===== src/tmsw_defs.svh =====
/*
 * Offsets, field positions and reset values of the switch configuration bank.
 * Assumes an 8-bit register address space behind the serial control logic.
 */
`ifndef TMSW_DEFS_SVH
`define TMSW_DEFS_SVH

// Register offsets
`define TMSW_OFS_RECEIVER_SETTINGS     8'h10
`define TMSW_OFS_INPUT_TERMINATION     8'h11
`define TMSW_OFS_RECEIVE_EQUALIZER     8'h14
`define TMSW_OFS_TRANSMITTER_SETTINGS  8'h20
`define TMSW_OFS_SOURCE_POLARITY       8'h80
`define TMSW_OFS_FIRST_LANE_MAP        8'h81
`define TMSW_OFS_SECOND_LANE_MAP       8'h82

// Reset values
`define TMSW_RST_RECEIVER_SETTINGS     8'h01
`define TMSW_RST_INPUT_TERMINATION     8'h00
`define TMSW_RST_RECEIVE_EQUALIZER     8'hFF
`define TMSW_RST_TRANSMITTER_SETTINGS  8'h03
`define TMSW_RST_SOURCE_POLARITY       8'h00
`define TMSW_RST_FIRST_LANE_MAP        8'hE4
`define TMSW_RST_SECOND_LANE_MAP       8'hE4

// Writable bits; the rest read as zero
`define TMSW_MASK_RECEIVER_SETTINGS    8'h01
`define TMSW_MASK_TRANSMITTER_SETTINGS 8'h0F

// Field positions
`define TMSW_BIT_TERM_MODE             0
`define TMSW_BIT_OUT_CURRENT           0
`define TMSW_BIT_OUT_TERM              1
`define TMSW_POS_PREEMPH               2
`define TMSW_POS_FIRST_POL             0
`define TMSW_POS_SECOND_POL            4

// Answer to an unmapped read
`define TMSW_UNMAPPED_READ             8'h00

`endif


===== src/tmsw_pkg.sv =====
/*
 * Types used by the switch configuration bank; its lane router uses none of them.
 * Assumes tmsw_defs.svh carries all numeric constants.
 */
package tmsw_pkg;

    typedef logic [7:0] tmsw_byte_t;
    typedef logic [3:0] tmsw_lanes_t;
    typedef logic [1:0] tmsw_lane_idx_t;

    // Pre-emphasis levels: 0 dB, 2 dB, 4 dB, 6 dB
    typedef enum logic [1:0] {
        tmsw_pe_none,
        tmsw_pe_low,
        tmsw_pe_medium,
        tmsw_pe_high
    } tmsw_preemph_e;

endpackage


===== src/tmsw_lane_router.sv =====
/*
 * Combinational lane router: polarity per input lane, then per-output
 * selection of one input lane of the chosen source.
 * Assumes the caller registers the outputs.
 */
`timescale 1ns/10ps
`default_nettype none

module tmsw_lane_router (
    input  wire logic [3:0] src_sel,       // 0 first source, 1 second
    input  wire logic [7:0] first_map,     // Two bits per output lane
    input  wire logic [7:0] second_map,    // Two bits per output lane
    input  wire logic [3:0] first_pol,     // Swap legs per input lane
    input  wire logic [3:0] second_pol,    // Swap legs per input lane
    input  wire logic [3:0] first_true,    // First source true legs
    input  wire logic [3:0] first_comp,    // First source complement legs
    input  wire logic [3:0] second_true,   // Second source true legs
    input  wire logic [3:0] second_comp,   // Second source complement legs
    output logic      [3:0] pos_leg,       // Output positive legs
    output logic      [3:0] neg_leg,       // Output negative legs
    output logic      [7:0] lane_select    // Active map, two bits a lane
);

    logic [3:0] a_pos;
    logic [3:0] a_neg;
    logic [3:0] b_pos;
    logic [3:0] b_neg;

    always_comb begin
        for (int i = 0; i < 4; i++) begin
            a_pos[i] = first_pol[i]  ? first_comp[i]  : first_true[i];
            a_neg[i] = first_pol[i]  ? first_true[i]  : first_comp[i];
            b_pos[i] = second_pol[i] ? second_comp[i] : second_true[i];
            b_neg[i] = second_pol[i] ? second_true[i] : second_comp[i];
        end
    end

    always_comb begin
        lane_select = src_sel[0] ? second_map : first_map;
        for (int o = 0; o < 4; o++) begin
            if (src_sel[0]) begin
                pos_leg[o] = b_pos[second_map[2*o +: 2]];
                neg_leg[o] = b_neg[second_map[2*o +: 2]];
            end else begin
                pos_leg[o] = a_pos[first_map[2*o +: 2]];
                neg_leg[o] = a_neg[first_map[2*o +: 2]];
            end
        end
    end

endmodule

`default_nettype wire


===== src/tmsw_config_regs.sv =====
/*
 * Configuration bank of a 2:1 differential video switch: input termination
 * and equalizer per lane, output drive settings, polarity and lane maps.
 * Assumes the serial control logic supplies clk, rstn and a simple
 * byte-wide register port; the source select comes from the mode register
 * held in that logic.
 */
`timescale 1ns/10ps
`default_nettype none

`include "tmsw_defs.svh"

module tmsw_config_regs (
    input  wire logic       clk,               // 100 MHz clock
    input  wire logic       rstn,              // Sync reset, active low
    input  wire logic       reg_wr_en,         // Write strobe
    input  wire logic       reg_rd_en,         // Read strobe
    input  wire logic [7:0] reg_addr,          // Register offset
    input  wire logic [7:0] reg_wr_data,       // Write data
    output logic      [7:0] reg_rd_data,       // Read data, next cycle
    output logic            reg_rd_valid,      // Read data valid pulse
    input  wire logic       highspeed_source_select, // 0 first, 1 second
    input  wire logic [3:0] first_input_true_leg,    // First true legs
    input  wire logic [3:0] first_input_comp_leg,    // First complements
    input  wire logic [3:0] second_input_true_leg,   // Second true legs
    input  wire logic [3:0] second_input_comp_leg,   // Second complements
    output logic      [3:0] output_positive_leg,     // Output positive legs
    output logic      [3:0] output_negative_leg,     // Output negative legs
    output logic      [7:0] output_lane_select,      // Active map
    output logic      [3:0] first_term_connect,      // Per lane 0-3
    output logic      [3:0] second_term_connect,     // Per lane 0-3
    output logic      [3:0] first_eq_high,           // Per lane 0-3
    output logic      [3:0] second_eq_high,          // Per lane 0-3
    output logic      [1:0] output_preemphasis_level, // All outputs
    output logic            output_termination_on,    // All outputs
    output logic            output_current_level      // 1 means 20 mA
);

    // Register storage
    logic [7:0] receiver_settings_q;
    logic [7:0] receiver_settings_d;
    logic [7:0] input_termination_control_q;
    logic [7:0] input_termination_control_d;
    logic [7:0] receive_equalizer_q;
    logic [7:0] receive_equalizer_d;
    logic [7:0] transmitter_settings_q;
    logic [7:0] transmitter_settings_d;
    logic [7:0] source_polarity_control_q;
    logic [7:0] source_polarity_control_d;
    logic [7:0] first_source_lane_map_q;
    logic [7:0] first_source_lane_map_d;
    logic [7:0] second_source_lane_map_q;
    logic [7:0] second_source_lane_map_d;

    // Read port
    logic [7:0] rd_data_q;
    logic [7:0] rd_data_d;
    logic       rd_valid_q;
    logic       rd_valid_d;

    // Decoded controls
    logic [3:0] first_term_q;
    logic [3:0] first_term_d;
    logic [3:0] second_term_q;
    logic [3:0] second_term_d;
    logic [3:0] first_eq_q;
    logic [3:0] first_eq_d;
    logic [3:0] second_eq_q;
    logic [3:0] second_eq_d;
    logic [1:0] preemph_q;
    logic [1:0] preemph_d;
    logic       out_term_q;
    logic       out_term_d;
    logic       out_current_q;
    logic       out_current_d;

    // Routed lanes
    logic [3:0] pos_leg_q;
    logic [3:0] pos_leg_d;
    logic [3:0] neg_leg_q;
    logic [3:0] neg_leg_d;
    logic [7:0] lane_sel_q;
    logic [7:0] lane_sel_d;

    // Named level, for readability in waveforms
    tmsw_pkg::tmsw_preemph_e preemph_level;

    // Upper nibble is reversed: bit 7 is lane 0, bit 4 is lane 3
    function automatic tmsw_pkg::tmsw_lanes_t upper_lanes(
        input tmsw_pkg::tmsw_byte_t field
    );
        upper_lanes = {field[4], field[5], field[6], field[7]};
    endfunction

    // Exact match only; no offset aliases another
    function automatic logic addr_hit(input logic [7:0] a,
                                      input logic [7:0] ofs);
        addr_hit = (a == ofs);
    endfunction

    // Register writes; reserved bits are never stored
    // A read in the same cycle still sees the old value
    always_comb begin
        receiver_settings_d         = receiver_settings_q;
        input_termination_control_d = input_termination_control_q;
        receive_equalizer_d         = receive_equalizer_q;
        transmitter_settings_d      = transmitter_settings_q;
        source_polarity_control_d   = source_polarity_control_q;
        first_source_lane_map_d     = first_source_lane_map_q;
        second_source_lane_map_d    = second_source_lane_map_q;
        // Offsets are distinct, so at most one branch fires
        if (reg_wr_en) begin
            if (addr_hit(reg_addr, `TMSW_OFS_RECEIVER_SETTINGS)) begin
                receiver_settings_d =
                    reg_wr_data & `TMSW_MASK_RECEIVER_SETTINGS;
            end
            if (addr_hit(reg_addr, `TMSW_OFS_INPUT_TERMINATION)) begin
                input_termination_control_d = reg_wr_data;
            end
            if (addr_hit(reg_addr, `TMSW_OFS_RECEIVE_EQUALIZER)) begin
                receive_equalizer_d = reg_wr_data;
            end
            if (addr_hit(reg_addr, `TMSW_OFS_TRANSMITTER_SETTINGS)) begin
                transmitter_settings_d =
                    reg_wr_data & `TMSW_MASK_TRANSMITTER_SETTINGS;
            end
            if (addr_hit(reg_addr, `TMSW_OFS_SOURCE_POLARITY)) begin
                source_polarity_control_d = reg_wr_data;
            end
            if (addr_hit(reg_addr, `TMSW_OFS_FIRST_LANE_MAP)) begin
                first_source_lane_map_d = reg_wr_data;
            end
            if (addr_hit(reg_addr, `TMSW_OFS_SECOND_LANE_MAP)) begin
                second_source_lane_map_d = reg_wr_data;
            end
        end
    end

    always_ff @(posedge clk) begin
        if (!rstn) begin
            receiver_settings_q         <= `TMSW_RST_RECEIVER_SETTINGS;
            input_termination_control_q <= `TMSW_RST_INPUT_TERMINATION;
            receive_equalizer_q         <= `TMSW_RST_RECEIVE_EQUALIZER;
            transmitter_settings_q      <= `TMSW_RST_TRANSMITTER_SETTINGS;
            source_polarity_control_q   <= `TMSW_RST_SOURCE_POLARITY;
            first_source_lane_map_q     <= `TMSW_RST_FIRST_LANE_MAP;
            second_source_lane_map_q    <= `TMSW_RST_SECOND_LANE_MAP;
        end else begin
            receiver_settings_q         <= receiver_settings_d;
            input_termination_control_q <= input_termination_control_d;
            receive_equalizer_q         <= receive_equalizer_d;
            transmitter_settings_q      <= transmitter_settings_d;
            source_polarity_control_q   <= source_polarity_control_d;
            first_source_lane_map_q     <= first_source_lane_map_d;
            second_source_lane_map_q    <= second_source_lane_map_d;
        end
    end

    // Read path; unmapped offsets answer zero
    // Data holds between reads, so a slow host may sample late
    always_comb begin
        rd_valid_d = reg_rd_en;
        rd_data_d  = rd_data_q;
        if (reg_rd_en) begin
            case (reg_addr)
                `TMSW_OFS_RECEIVER_SETTINGS:
                    rd_data_d = receiver_settings_q;
                `TMSW_OFS_INPUT_TERMINATION:
                    rd_data_d = input_termination_control_q;
                `TMSW_OFS_RECEIVE_EQUALIZER:
                    rd_data_d = receive_equalizer_q;
                `TMSW_OFS_TRANSMITTER_SETTINGS:
                    rd_data_d = transmitter_settings_q;
                `TMSW_OFS_SOURCE_POLARITY:
                    rd_data_d = source_polarity_control_q;
                `TMSW_OFS_FIRST_LANE_MAP:
                    rd_data_d = first_source_lane_map_q;
                `TMSW_OFS_SECOND_LANE_MAP:
                    rd_data_d = second_source_lane_map_q;
                default:
                    rd_data_d = `TMSW_UNMAPPED_READ;
            endcase
        end
    end

    always_ff @(posedge clk) begin
        if (!rstn) begin
            rd_data_q  <= 8'h00;
            rd_valid_q <= 1'b0;
        end else begin
            rd_data_q  <= rd_data_d;
            rd_valid_q <= rd_valid_d;
        end
    end

    // Decoded analog controls, one cycle behind the stored value
    always_comb begin
        if (receiver_settings_q[`TMSW_BIT_TERM_MODE]) begin
            first_term_d  = 4'hF;
            second_term_d = 4'hF;
        end else begin
            // A 0 bit leaves that lane open
            first_term_d  =
                input_termination_control_q[3:0];
            second_term_d =
                upper_lanes(input_termination_control_q);
        end
        first_eq_d    = receive_equalizer_q[3:0];
        second_eq_d   = upper_lanes(receive_equalizer_q);
        // Two bits cover all four levels; no illegal code exists
        preemph_level = tmsw_pkg::tmsw_preemph_e'(
            transmitter_settings_q[`TMSW_POS_PREEMPH +: 2]);
        preemph_d     = preemph_level;
        out_term_d    =
            transmitter_settings_q[`TMSW_BIT_OUT_TERM];
        out_current_d =
            transmitter_settings_q[`TMSW_BIT_OUT_CURRENT];
    end

    always_ff @(posedge clk) begin
        if (!rstn) begin
            // Same as decoding the register reset values
            first_term_q  <= 4'hF;
            second_term_q <= 4'hF;
            first_eq_q    <= 4'hF;
            second_eq_q   <= 4'hF;
            preemph_q     <= 2'h0;
            out_term_q    <= 1'b1;
            out_current_q <= 1'b1;
        end else begin
            first_term_q  <= first_term_d;
            second_term_q <= second_term_d;
            first_eq_q    <= first_eq_d;
            second_eq_q   <= second_eq_d;
            preemph_q     <= preemph_d;
            out_term_q    <= out_term_d;
            out_current_q <= out_current_d;
        end
    end

    // Lane routing; registered so every output leaves a flip-flop
    // Costs one cycle of lane latency; the router itself is glue only
    tmsw_lane_router tmsw_lane_router_i (
        .src_sel     ({3'h0, highspeed_source_select}),
        .first_map   (first_source_lane_map_q),
        .second_map  (second_source_lane_map_q),
        .first_pol   (source_polarity_control_q[`TMSW_POS_FIRST_POL +: 4]),
        .second_pol  (source_polarity_control_q[`TMSW_POS_SECOND_POL +: 4]),
        .first_true  (first_input_true_leg),
        .first_comp  (first_input_comp_leg),
        .second_true (second_input_true_leg),
        .second_comp (second_input_comp_leg),
        .pos_leg     (pos_leg_d),
        .neg_leg     (neg_leg_d),
        .lane_select (lane_sel_d)
    );

    always_ff @(posedge clk) begin
        if (!rstn) begin
            // Quiet legs until the first routed edge
            pos_leg_q  <= 4'h0;
            neg_leg_q  <= 4'h0;
            lane_sel_q <= `TMSW_RST_FIRST_LANE_MAP;
        end else begin
            pos_leg_q  <= pos_leg_d;
            neg_leg_q  <= neg_leg_d;
            lane_sel_q <= lane_sel_d;
        end
    end

    // No logic after the registers, so outputs are glitch free
    assign reg_rd_data              = rd_data_q;
    assign reg_rd_valid             = rd_valid_q;
    assign output_positive_leg      = pos_leg_q;
    assign output_negative_leg      = neg_leg_q;
    assign output_lane_select       = lane_sel_q;
    assign first_term_connect       = first_term_q;
    assign second_term_connect      = second_term_q;
    assign first_eq_high            = first_eq_q;
    assign second_eq_high           = second_eq_q;
    assign output_preemphasis_level = preemph_q;
    assign output_termination_on    = out_term_q;
    assign output_current_level     = out_current_q;

endmodule

`default_nettype wire


===== config.mk =====
export PLATFORM = sky130hd
export DESIGN_NAME = tmsw_config_regs
export DESIGN_NICKNAME = d
export VERILOG_FILES = /design/src/tmsw_pkg.sv /design/src/tmsw_lane_router.sv /design/src/tmsw_config_regs.sv
export VERILOG_INCLUDE_DIRS = /design/src /design/src/src
export SDC_FILE = /design/constraint.sdc
export NUM_CORES = 1
export LEC_CHECK = 0
export BUFFER_PORTS_ARGS = -buffer_cell sky130_fd_sc_hd__buf_2
export CORE_UTILIZATION = 45
export DETAILED_ROUTE_END_ITERATION = 10
export PLACE_DENSITY = 0.7
export SLEW_MARGIN = 30
export SYNTH_ARGS = -nofsm -noshare
export SYNTH_HDL_FRONTEND = slang
export SYNTH_HIERARCHICAL = 1
export SYNTH_SLANG_ARGS = --single-unit

===== constraint.sdc =====
create_clock -name clk -period 2.25 [get_ports clk]
set_input_delay 0.1125 -clock clk [delete_from_list [all_inputs] [get_ports clk]]
set_output_delay 0.1125 -clock clk [all_outputs]
set_load 0.1 [all_outputs]

==> results.md <==
- Multi-input gate area: 2310 µm²
- Via count: 3826
- Initial core utilization: 0.465
- Design Power: 3.01 mW
- CTS Sinks: 90
- Site row count: 35
- Cell Pwr Density: slightly above 600 nW/µm²
- Max-cap viol count: 0
- Setup crit end kind: flip-flop
- Share of layout cells above drive strength 1: 0.229
- Synthesis-to-layout area growth: 15.0%
- Post-DRT Antenna Nets: 0
- Worst slew margin: 0.571
- Commonest non-fill, non-tap cell in the layout: dfxtp_1
- Worst Skew: 0.0100 ns
- Total GRT Usage: 0.235
- Fin nets: around 580
- H-tree depth: 3
- RSZ-0062 raised after global routing: false
- Hold depth: 3
- Reg power frac: 0.534
- # IOs: 82
- Final hold slack: 0.0722 ns
- Residual DRC: 0
- Max Slew Vio Count: 0
- Drt first pass iters: 7
- Final Wtd Congestion: a little over 0.9
- Diodes inserted: 0
- Worst Reg-to-Reg Cells: 5
- Grt ovf: 0
- Initial drt markers: 289
- Antenna violations before repair: 0
- First-pass GRT wire length: between 15000 and 20000 µm
- Clock power share: 0.349
- Hold Vio Cnt, Final: 0
- Drt wl/cell: 16.7 µm
- Final setup violation count: 0
- Post-CTS Resized: 0
- DR vias/cell: about 5.6
- Mean post-synth cell area: approximately 9 µm²
- Drt total wl: roughly 11000 µm
- Post-Syn Area: 4300 µm²
- Net Switching: 0.839 mW
- CP required: between 2 and 3 ns
- FILL cells: between 800 and 900
- Worst-path clk slew: 0.10 ns
- Vias in the first global route: roughly 3500
- Synth warnings: 6
- Storage element area: between 1500 and 2000 µm²
- Final Cycle Share: 0.774
- Crit start category: flip-flop
- Die area: 9950 µm²
- Worst vdd rail ir drop: approximately 340 µV
- Root Driver: clkbuf_8
- Fmax: 574 MHz
- Fin Setup TNS: 0 ns
- Hold_buf cts: 0
- Clock buffer depth: 2
- Post-Syn Nets: 514
- Arrival time worst endpoint: 1.99 ns
- Slew @ Worst Pin: 0.643 ns
- Combinational Power Share: 0.117
- Post-Place Cell Area: 4750 µm²
- Die H: between 90 and 100 µm
- Finished Cell Area: 4940 µm²
- Setup bufs post-CTS: 0
- Status: completed
- Setup CP Type: reg -> reg
- Flop2flop setup slack: about 0.5 ns
- Cells after synthesis: 477
- Core region area: between 9000 and 10000 µm²
- Worst-Skew Late Latency: 0.36 ns
- CTS tree: done
- Die span in x: approximately 100 µm
- Buffers on Ports: 81
- Hpwl dp: 8270 µm
- Largest net degree at the start of global routing: between 70 and 80
- Tmin final: roughly 1.7 ns
- Most frequent cells in the layout: dfxtp_1 (90), buf_2 (81), nand2_1 (77), nand3_1 (62), mux2i_1 (48)
- CP max FO: 4
- Switching Fraction: 0.278
- Internal power: 2.17 mW
- Lkg Pwr: about 2 nW
- Worst hold path type: in -> reg
- CTS Buf Count: 9
-- sequential cells by signal, indices dropped and copies added (netlist names), 8 cells and up --
name and flops:
first_source_lane_map_q 8, input_termination_control_q 8, output_lane_select 8, receive_equalizer_q 8, reg_rd_data 8, second_source_lane_map_q 8
source_polarity_control_q 8
-- worst max-delay path, cell delays in order, from the launching register on --
cell and delay (ns):
dfxtp_1 0.44, mux2i_1 0.42, mux2i_1 0.20, o32ai_1 0.33
nor2_1 0.09, and2_1 0.16
-- worst paths after layout --
path,start,to
max,source_polarity_control_q[2]$_SDFFE_PN0P_,output_positive_leg[2]$_SDFF_PN0_
max reg2reg,source_polarity_control_q[2]$_SDFFE_PN0P_,output_positive_leg[2]$_SDFF_PN0_
min reg2reg,reg_rd_data[7]$_SDFFE_PN0P_,reg_rd_data[7]$_SDFFE_PN0P_
min,reg_wr_data[6],input_termination_control_q[6]$_SDFFE_PN0P_
-- power groups by stage --
stage | Combinational, mW | Clock, mW | Sequential [mW]
6_report | 0.351 | 1.05 | 1.61
5_1_grt | 0.372 | 1.13 | 1.61
4_1_cts | 0.347 | 1.06 | 1.61
3_5_place_dp | 0.345 | 0 | 1.65
3_3_place_gp | 0.342 | 0 | 1.65
2_1_floorplan | 0.140 | 0 | 1.74
-- final cells by class --
cell class              count  share of cell area
clock buffers              12              0.0314
clock inverters             4             0.00683
inverters                   5             0.00380
multi-input cells         351               0.468
flip-flops and latches     90               0.364
well taps                 129              0.0327
repair buffers             88              0.0926
-- through the flow --
| stage | std cells | worst slack (ns) | util |
|---|---|---|---|
| 6_report | 679 | 0.509 | 0.535 |
| 5_1_grt | 679 | 0.447 | 0.535 |
| 4_1_cts | 679 | 0.608 | 0.535 |
| 3_5_place_dp | 663 | 0.436 | 0.515 |
| 3_3_place_gp | 663 | 0.471 | 0.515 |
| 2_1_floorplan | 477 | 0.959 | - |
-- metal layers --
metal	routed length, µm	global-route usage
met1	5100	0.315
met2	5240	0.373
met3	727	0.0464
met4	275	0.0882
met5	0	0
Note: power is estimated with default switching activity, not from simulation.
